--- src/verilog/msw_cfg.svh ---
/*
 Timing counts and register map constants for the switch path controller.
 Assumes a 100 MHz pclk and 32-bit APB register access.
*/
`ifndef MSW_CFG_SVH
`define MSW_CFG_SVH

`define MSW_NPATH          6
`define MSW_CLK_MHZ        100
`define MSW_PULSE_MS       15
`define MSW_PULSE_CYC      (`MSW_PULSE_MS * 1000 * `MSW_CLK_MHZ)
`define MSW_GAP_CYC        2

`define MSW_REG_CTRL       12'h000
`define MSW_REG_STATUS     12'h004
`define MSW_REG_SENSE      12'h008

`define MSW_CTRL_PATH_LSB  0
`define MSW_CTRL_OPEN_BIT  4
`define MSW_CTRL_MBB_BIT   5
`define MSW_CTRL_HOLD_BIT  6
`define MSW_CTRL_TTL_BIT   7
`define MSW_CTRL_NOOA_BIT  8
`define MSW_CTRL_GO_BIT    31
`define MSW_CTRL_RESET     32'h0000_0000

`define MSW_ST_BUSY_BIT    0
`define MSW_ST_DONE_BIT    1
`define MSW_ST_ERR_BIT     2

`endif

--- src/verilog/msw_pkg.sv ---
/*
 Types for the switch path controller.
 Assumes msw_cfg.svh is included by the users.
*/
package msw_pkg;
    typedef enum logic [5:0] {
        MSW_IDLE  = 6'b000001,
        MSW_BREAK = 6'b000010,
        MSW_DRIVE = 6'b000100,
        MSW_OVLAP = 6'b001000,
        MSW_CHECK = 6'b010000,
        MSW_HOLD  = 6'b100000
    } msw_state_type;
endpackage

--- src/verilog/msw_ctrl.sv ---
/*
 APB-controlled driver for a latching multiport RF switch.
 Assumes the switch indicator sense lines arrive asynchronously on pins.
*/
`timescale 1ns/1ps
`include "msw_cfg.svh"
module msw_ctrl
    import msw_pkg::*;
#(
    parameter int PULSE_CYC = `MSW_PULSE_CYC
)
(
    input  wire logic                  pclk,
    input  wire logic                  presetn,
    input  wire logic                  psel,
    input  wire logic                  penable,
    input  wire logic                  pwrite,
    input  wire logic [11:0]           paddr,
    input  wire logic [31:0]           pwdata,
    output logic      [31:0]           prdata,
    output logic                       pready,
    output logic                       pslverr,
    input  wire logic [`MSW_NPATH-1:0] sense_in,
    output logic      [`MSW_NPATH-1:0] drive_out,
    output logic                       open_all_out
);
    msw_state_type state;
    logic [31:0]           ctrl;
    logic [`MSW_NPATH-1:0] sense_meta;
    logic [`MSW_NPATH-1:0] sense;
    logic [`MSW_NPATH-1:0] want;
    logic [`MSW_NPATH-1:0] old_sel;
    logic [`MSW_NPATH-1:0] next_drive;
    logic                  next_open;
    logic                  busy;
    logic                  done;
    logic                  err;
    logic                  tload;
    logic [31:0]           tcount;
    logic                  tdone;
    logic                  ovl;
    logic                  go;
    logic                  wr;
    logic                  is_open;
    logic                  mbb;
    logic                  hold;
    logic                  ttl;
    logic [2:0]            path;

    assign wr      = psel && penable && pwrite;
    assign go      = wr && paddr == `MSW_REG_CTRL
                     && pwdata[`MSW_CTRL_GO_BIT] && !busy;
    assign is_open = ctrl[`MSW_CTRL_OPEN_BIT];
    assign mbb     = ctrl[`MSW_CTRL_MBB_BIT];
    assign hold    = ctrl[`MSW_CTRL_HOLD_BIT];
    assign ttl     = ctrl[`MSW_CTRL_TTL_BIT];
    assign path    = ctrl[`MSW_CTRL_PATH_LSB +: 3];

    // Indicator lines are position, not command
    always_ff @(posedge pclk or negedge presetn) begin
        if (!presetn) begin
            sense_meta <= '0;
            sense      <= '0;
        end else begin
            sense_meta <= sense_in;
            sense      <= sense_meta;
        end
    end

    genvar g;
    generate
        for (g = 0; g < `MSW_NPATH; g++) begin : g_want
            assign want[g] = !is_open && path == 3'(g);
        end
    endgenerate

    msw_timer u_timer (
        .pclk    (pclk),
        .presetn (presetn),
        .load    (tload),
        .count   (tcount),
        .done    (tdone)
    );

    // Register writes
    always_ff @(posedge pclk or negedge presetn) begin
        if (!presetn) begin
            ctrl <= `MSW_CTRL_RESET;
        end else if (wr && paddr == `MSW_REG_CTRL && !busy) begin
            ctrl <= {1'b0, pwdata[30:0]};
        end
    end

    // Sequencer
    always_ff @(posedge pclk or negedge presetn) begin
        if (!presetn) begin
            state     <= MSW_IDLE;
            next_drive <= '0;
            next_open <= 1'b0;
            old_sel   <= '0;
            ovl       <= 1'b0;
            tload     <= 1'b0;
            tcount    <= 32'h0000_0000;
            busy      <= 1'b0;
            done      <= 1'b0;
            err       <= 1'b0;
        end else begin
            tload <= 1'b0;
            unique case (state)
                MSW_IDLE: begin
                    if (go) begin
                        busy    <= 1'b1;
                        done    <= 1'b0;
                        err     <= 1'b0;
                        old_sel <= next_drive;
                        if (pwdata[`MSW_CTRL_MBB_BIT]
                            && !pwdata[`MSW_CTRL_OPEN_BIT]) begin
                            state <= MSW_OVLAP;
                        end else begin
                            next_drive <= '0;
                            next_open  <= 1'b0;
                            tcount     <= `MSW_GAP_CYC;
                            tload      <= 1'b1;
                            state      <= MSW_BREAK;
                        end
                    end
                end
                MSW_BREAK: begin
                    if (tdone) begin
                        if (is_open && ctrl[`MSW_CTRL_NOOA_BIT]) begin
                            err   <= 1'b1;
                            busy  <= 1'b0;
                            state <= MSW_IDLE;
                        end else begin
                            next_drive <= want;
                            next_open  <= is_open;
                            tcount     <= PULSE_CYC;
                            tload      <= 1'b1;
                            state      <= MSW_DRIVE;
                        end
                    end
                end
                MSW_OVLAP: begin
                    next_drive <= old_sel | want;
                    ovl        <= 1'b1;
                    tcount     <= PULSE_CYC;
                    tload      <= 1'b1;
                    state      <= MSW_DRIVE;
                end
                MSW_DRIVE: begin
                    if (tdone && ovl) begin
                        // Release only the old path, new keeps driving
                        next_drive <= want;
                        ovl        <= 1'b0;
                        tcount     <= PULSE_CYC;
                        tload      <= 1'b1;
                    end else if (tdone) begin
                        // Pulse width at least 15 ms
                        next_drive <= hold ? want : '0;
                        next_open  <= 1'b0;
                        state      <= MSW_CHECK;
                    end
                end
                MSW_CHECK: begin
                    // Completion read back from indicators
                    done  <= 1'b1;
                    err   <= is_open ? (sense != '0) : (sense != want);
                    busy  <= 1'b0;
                    state <= hold ? MSW_HOLD : MSW_IDLE;
                end
                MSW_HOLD: begin
                    if (go) begin
                        state <= MSW_IDLE;
                        busy  <= 1'b0;
                    end
                end
                default: state <= MSW_IDLE;
            endcase
            if (state == MSW_HOLD && go) begin
                busy    <= 1'b1;
                done    <= 1'b0;
                err     <= 1'b0;
                old_sel <= next_drive;
                if (pwdata[`MSW_CTRL_MBB_BIT]
                    && !pwdata[`MSW_CTRL_OPEN_BIT]) begin
                    state <= MSW_OVLAP;
                end else begin
                    next_drive <= '0;
                    tcount     <= `MSW_GAP_CYC;
                    tload      <= 1'b1;
                    state      <= MSW_BREAK;
                end
            end
        end
    end

    // Pin polarity per variant
    always_ff @(posedge pclk or negedge presetn) begin
        if (!presetn) begin
            // Idle level of standard variant, no path asserted
            drive_out    <= '1;
            open_all_out <= 1'b1;
        end else begin
            drive_out    <= ttl ? next_drive : ~next_drive;
            open_all_out <= ttl ? next_open : !next_open;
        end
    end

    // Read data and handshake
    always_ff @(posedge pclk or negedge presetn) begin
        if (!presetn) begin
            prdata  <= 32'h0000_0000;
            pready  <= 1'b0;
            pslverr <= 1'b0;
        end else begin
            pready  <= psel && !penable;
            pslverr <= 1'b0;
            prdata  <= 32'h0000_0000;
            if (psel && !penable) begin
                unique case (paddr)
                    `MSW_REG_CTRL:   prdata <= ctrl;
                    `MSW_REG_STATUS: prdata <= {29'h0, err, done, busy};
                    `MSW_REG_SENSE:  prdata <= {26'h0, sense};
                    default:         pslverr <= 1'b1;
                endcase
            end
        end
    end
endmodule // msw_ctrl

--- src/verilog/msw_timer.sv ---
/*
 Down counter giving one-cycle done pulse after a loaded cycle count.
 Assumes a single pclk domain and asynchronous active low reset.
*/
`timescale 1ns/1ps
module msw_timer
    import msw_pkg::*;
(
    input  wire logic        pclk,
    input  wire logic        presetn,
    input  wire logic        load,
    input  wire logic [31:0] count,
    output logic             done
);
    logic [31:0] remain;
    logic        run;

    always_ff @(posedge pclk or negedge presetn) begin
        if (!presetn) begin
            remain <= 32'h0000_0000;
            run    <= 1'b0;
        end else if (load) begin
            remain <= count;
            run    <= 1'b1;
        end else if (run && remain > 32'h0000_0001) begin
            remain <= remain - 32'h0000_0001;
        end else begin
            run <= 1'b0;
        end
    end

    always_ff @(posedge pclk or negedge presetn) begin
        if (!presetn) begin
            done <= 1'b0;
        end else begin
            done <= run && !load && remain <= 32'h0000_0001;
        end
    end
endmodule // msw_timer

--- config.mk ---
export PLATFORM = sky130hd
export DESIGN_NAME = msw_ctrl
export DESIGN_NICKNAME = d
export VERILOG_FILES = /design/src/verilog/msw_pkg.sv /design/src/verilog/msw_ctrl.sv /design/src/verilog/msw_timer.sv
export VERILOG_INCLUDE_DIRS = /design/src /design/src/verilog
export SDC_FILE = /design/constraint.sdc
export NUM_CORES = 1
export LEC_CHECK = 0
export ABC_AREA = 0
export BUFFER_PORTS_ARGS = -buffer_cell sky130_fd_sc_hd__buf_2
export CAP_MARGIN = 20
export CORE_ASPECT_RATIO = 1.5
export CORE_MARGIN = 2
export CORE_UTILIZATION = 41
export DETAILED_ROUTE_END_ITERATION = 10
export MAX_ROUTING_LAYER = met4
export SKIP_CTS_REPAIR_TIMING = 1
export SLEW_MARGIN = 25
export SYNTH_ARGS = -nofsm -noshare
export SYNTH_HDL_FRONTEND = slang
export SYNTH_SLANG_ARGS = --single-unit
--- constraint.sdc ---
create_clock -name pclk -period 5.05 [get_ports pclk]
set_input_delay 1.01 -clock pclk [delete_from_list [all_inputs] [get_ports pclk]]
set_output_delay 1.01 -clock pclk [all_outputs]
set_load 0.02 [all_outputs]
==> results of run 1 <==
worst max path at each step:
stage	startpoint	end	slack, ns	cells after the start
floorplan	paddr[1]	ctrl[10]	2.38	6
global placement	paddr[1]	tcount[14]	1.92	6
detailed placement	paddr[1]	tcount[8]	1.83	6
CTS	state[3]	tcount[3]	2.09	5
global route	state[3]	tcount[3]	1.95	5
finish	state[3]	tcount[3]	2.11	5
cell families (layout without fill, tap and decap cells):
family / Yosys count / in the layout / share of synthesized area
mux: 42 / 42 / 0.0608
simple gates: 244 / 244 / 0.182
flops: 173 / 173 / 0.564
buf+inv: 50 / 144 / 0.0285
compound gates: 156 / 156 / 0.148
xor+xnor: 11 / 11 / 0.0125
fa+ha+maj: 2 / 2 / 0.00325
other cells: 1 / 1 / 0.000487
metal layers:
layer	vias to the layer above	track usage	part of all wire	routed length (um)
met5	-	-	0	0
met4	0	0.0952	0.035	596
li1	2655	-	-	-
met2	137	0.316	0.53	9140
met1	2780	0.214	0.40	6970
met3	43	0.0356	0.032	556
stage by stage:
stage | power (mW) | std cells | hold slack [ns] | area [um^2]
6_report | 2.81 | 1025 | 0.351 | 9010
5_1_grt | 2.91 | 1025 | 0.358 | 9010
4_1_cts | 2.84 | 1025 | 0.352 | 9000
3_5_place_dp | 1.49 | 993 | 0.335 | 8360
3_3_place_gp | 1.49 | 993 | 0.331 | 8360
2_1_floorplan | 1.44 | 679 | 0.331 | 7690
synthesized netlist by cell type (11+ instances only):
library cell	instances	share of area
inv_1	12	0.0059
o21a_1	11	0.011
or4_1	21	0.020
clkbuf_1	24	0.012
nor2_1	52	0.025
nand3_1	21	0.014
a21oi_1	12	0.0078
a31oi_1	17	0.014
or3_1	14	0.011
and2_1	29	0.024
o211ai_1	12	0.012
o21ai_0	21	0.014
a21boi_0	21	0.020
mux2_2	38	0.056
dfrtp_1	165	0.54
nand2_1	39	0.019
report_power, final:
part	total (mW)	leakage, nW	internal, mW	switching (mW)
registers	1.40	2.32	1.39	0.00515
logic	0.0648	1.69	0.0228	0.0420
clock network	1.35	0.300	0.685	0.660
cell type report:
class,instances,area [um^2]
fill,1745,9460
sequential,173,4340
multi-input combinational,456,3150
timing repair buffer,99,517
clock buffer,17,425
tap,252,315
clock inverter,15,213
inverter,13,48.8
flip-flops by register name (all words and copies together) (netlist names), 6 cells and up:
name,count
sense,6
old_sel,6
drive_out,6
next_drive,6
ctrl,31
prdata,31
tcount,32
u_timer.remain,32
state,6
sense_meta,6
critical path, cell delays in order, from the launching register on:
cell and delay [ns]:
dfrtp_1 0.46, or4_1 0.62, nor3b_1 0.44, nor2_1 0.17, o21ai_2 0.81, a21boi_0 0.24
==> metrics.yaml, run 1 <==
setup_ws_ns: 2.11
drc: 0
crit_required_ns: 5.29
wl_per_cell_um: 16.8
rsz0062_at_grt: "no"
p_per_area_nw_per_um2: 311
clk_pin_slew_ns: 0.08
die_y_um: 172
grt_max_degree: 111
critPathCaptureType: "register"
dieArea_um2: 19900
synth_edf_count: 0
crit_path_max_fanout: 22
report.final.slew_viol_count: 0
antenna_found_initial: 0
slew_headroom: 0.337
setup_viol: 0
via_per_inst: 5.48
ios: 96
cellLeakagePower_nw: 4.31
max-vdd-ir-drop_uv: 214
grt_pass1_wl_mm: 28.3
grt_overflow: 0
fin_setup_tns_ns: 0
min_period_ns: 2.94
clock_path_buffers: 2
outcome: "finished clean"
syn_to_final_growth_pct: 17.1
clockRootBuffer: "clkbuf_16"
start_util: 0.417
synth.avg_cell_area_um2: 11.3
syn_inst: 679
grt.total_usage: 0.188
core-area_um2: 18500
reg2regPathDepth: 5
post-place-ws_ns: 1.83
ys_warn_count: 0
crit-reg2reg-capture: "tcount[3]"
first_global_vias: 5622
cts.sinks: 173
r2r_slack_ns: 2.11
synth-seq-cells: 173
syn_area_um2: 7690
rows: 61
period_share: 0.582
whs_path_depth: 0
yosysSeqAreaShare: 0.564
htreeDepth: 4
postLayoutCoreUtil: 0.488
hpwl_mm: 12.1
final_common_cell: "dfrtp_1"
drive_above_1_share: 0.261
skew_ns: 0.0133
routed_wl_mm: 17.3
portBuffers: 94
synth_cell_types: 76
antennaDiodeCount: 0
timing.critical_path.from_type: "register"
cts_tree: "built"
cts_inserted_buffers: 17
gp_congestion: 0.912
hold_start: "sense_meta[2]"
cap_violations: 0
firstDrtPassIters: 5
vias: 5615
cp.arrival_ns: 3.18
holdPathEnd: "sense[2]"
synth_flop_cell: "dfrtp_1"
die_w_um: 116
layout_common_cells: "dfrtp_1 (165), buf_2 (93), nor2_1 (52), nand2_1 (39), mux2_2 (38)"
fmaxAchievable_mhz: 340
ant_nets: 0
drt-initial-drc-count: 426
ys_async_sr_fraction: 1.00
nets: 817
tightest_slew_ns: 0.995
synth_fp_nets: 736
hold_violations: 0
clk_latency_ns: 0.43
min_path_type: "register to register"
setup.worst_path.class: "register to register"
worstReg2RegStart: "state[3]"
Power figures use the tool's default switching activity.
==> run 2, diff against run 1 <==
Clock period 5.05 ns to 3 ns, I/O delays scaled along.
==> run 2 against run 1 <==
Utilization grew 0.41 points. Die area unchanged. Final cell count increased by 1.2%. Worst hold slack lost 0.18 ns. Power is 68% higher. Largest cell class unchanged. Largest power group unchanged.
==> metrics.yaml, run 2 (synthesis results as in run 1) <==
final_common_cell: "dfrtp_1"  # unchanged
antenna_found_initial: 0  # unchanged
portBuffers: 94  # unchanged
via_per_inst: 5.60  # was 5.48
slew_headroom: 0.419  # was 0.337
period_share: 0.813  # was 0.582
wl_per_cell_um: 17.3  # was 16.8 um
cp_num_buf_inv: 0  # unchanged
setup_viol: 0  # unchanged
skew_ns: 0.00767  # was 0.0133 ns
clk_latency_ns: 0.43  # about the same
core-area_um2: 18500  # unchanged
ant_nets: 0  # unchanged
cts_tree: "built"  # unchanged
grt_max_degree: 71  # was 111
layout_common_cells: "dfrtp_1 (165), buf_2 (93), nor2_1 (52), nand2_1 (39), mux2_2 (38)"  # unchanged
reg_top3: "tcount x32, u_timer.remain x32"  # unchanged
reg2regPathDepth: 5  # unchanged
grt.total_usage: 0.195  # was 0.188
fin_setup_tns_ns: 0  # unchanged
crit_path_max_fanout: 10  # was 22
cp_cell_sequence: "nor3_2 > nand3_2 > a2111o_1 > or4_1 > a31oi_1"  # was or4_1 > nor3b_1 > nor2_1 > o21ai_2 > a21boi_0
crit-reg2reg-capture: "u_timer.remain[29]"  # was tcount[3]
crit_required_ns: 3.34  # was 5.29 ns
timing.critical_path.from_type: "register"  # unchanged
die_w_um: 116  # unchanged
r2r_slack_ns: 0.56  # was 2.11 ns
htreeDepth: 4  # unchanged
min_path_type: "primary input to asynchronous set/reset pin"  # was register to register
firstDrtPassIters: 5  # unchanged
min_period_ns: 2.44  # was 2.94 ns
drt-initial-drc-count: 436  # was 426
cp.arrival_ns: 2.78  # was 3.18 ns
clk_pin_slew_ns: 0.07  # was 0.08 ns
report.final.slew_viol_count: 0  # unchanged
hpwl_mm: 12.7  # was 12.1 mm
outcome: "finished clean"  # unchanged
cap_violations: 0  # unchanged
cts_inserted_buffers: 17  # unchanged
clock_path_buffers: 2  # unchanged
worstReg2RegStart: "u_timer.remain[6]"  # was state[3]
cp_slowest_cell: "a2111o_1"  # was o21ai_2
cts.sinks: 173  # unchanged
syn_to_final_growth_pct: 18.1  # was 17.1%
grt.busiest_layer: "met2"  # unchanged
critPathTopFamily: "simple AND/OR/NAND/NOR gates"  # unchanged
dieArea_um2: 19900  # unchanged
grt.met2_usage: 0.322  # was 0.316
rows: 61  # unchanged
grt_overflow: 0  # unchanged
first_global_vias: 5906  # was 5622
gp_congestion: 0.874  # was 0.912
cellLeakagePower_nw: 4.36  # was 4.31 nW
globalRouteMet3Util: 0.0391  # was 0.0356
vias: 5807  # was 5615
grtUsageMet1: 0.224  # was 0.214
nets: 829  # was 817
critPathCaptureType: "register"  # unchanged
grt_pass1_wl_mm: 29.3  # was 28.3 mm
ios: 96  # unchanged
tightest_slew_ns: 0.872  # was 0.995 ns
cpPeakStageDelay_ns: 0.57  # was 0.81 ns
p_per_area_nw_per_um2: 518  # was 311 nW/um^2
multiInputGateArea_um2: 3140  # was 3150 um^2
fmaxAchievable_mhz: 410  # was 340 MHz
max-vdd-ir-drop_uv: 397  # was 214 uV
post-place-cells: 1005  # was 993
drive_above_1_share: 0.273  # was 0.261
fin_cells: 1037  # was 1025
die_y_um: 172  # unchanged
drc: 0  # unchanged
routed_wl_mm: 17.9  # was 17.3 mm
antennaDiodeCount: 0  # unchanged
rsz0062_at_grt: "no"  # unchanged
setup.worst_path.class: "register to register"  # unchanged
hold_violations: 0  # unchanged
clockRootBuffer: "clkbuf_16"  # unchanged
fillers: 1737  # was 1745
regArea_um2: 4340  # unchanged
start_util: 0.417  # unchanged
run 2: how the worst max path moves through the flow:
stage / startpoint / end / slack, ns / depth (start not counted)
global placement: state[1] / tload / 0.67 / 5
finish: u_timer.remain[6] / u_timer.remain[29] / 0.56 / 5
detailed placement: paddr[1] / tcount[28] / 0.54 / 6
floorplan: paddr[1] / ctrl[10] / 0.74 / 6
CTS: u_timer.remain[0] / u_timer.remain[29] / 0.58 / 6
global route: state[1] / tcount[4] / 0.35 / 5
run 2: through the flow:
stage / instance area [um^2] / hold WS [ns] / util / total power [mW] / setup WS, ns
after floorplan: 7690 / 0.304 / - / 2.42 / 0.737
after global placement: 8470 / 0.332 / 0.459 / 2.51 / 0.672
after detailed placement: 8470 / 0.336 / 0.459 / 2.51 / 0.540
after CTS: 9090 / 0.200 / 0.492 / 4.77 / 0.579
after global routing: 9090 / 0.226 / 0.492 / 4.89 / 0.349
final: 9090 / 0.170 / 0.492 / 4.71 / 0.561
run 2: area by class of cell:
| class | instances | share of cell area |
|---|---|---|
| well taps | 252 | 0.0347 |
| clock buffers | 18 | 0.0483 |
| multi-input cells | 456 | 0.346 |
| inverters | 13 | 0.00537 |
| repair buffers | 111 | 0.0693 |
| clock inverters | 14 | 0.0191 |
| flip-flops and latches | 173 | 0.478 |
run 2: power by group:
part | total [mW] | switching [mW] | internal, mW
logic | 0.113 | 0.0720 | 0.0409
registers | 2.35 | 0.00902 | 2.34
clock network | 2.25 | 1.03 | 1.22
run 2: per-layer routing:
layer / wire length, um / vias to the layer above
met4: 664 / 0
met5: 0 / -
met1: 7220 / 2912
li1: - / 2681
met3: 684 / 53
met2: 9380 / 161
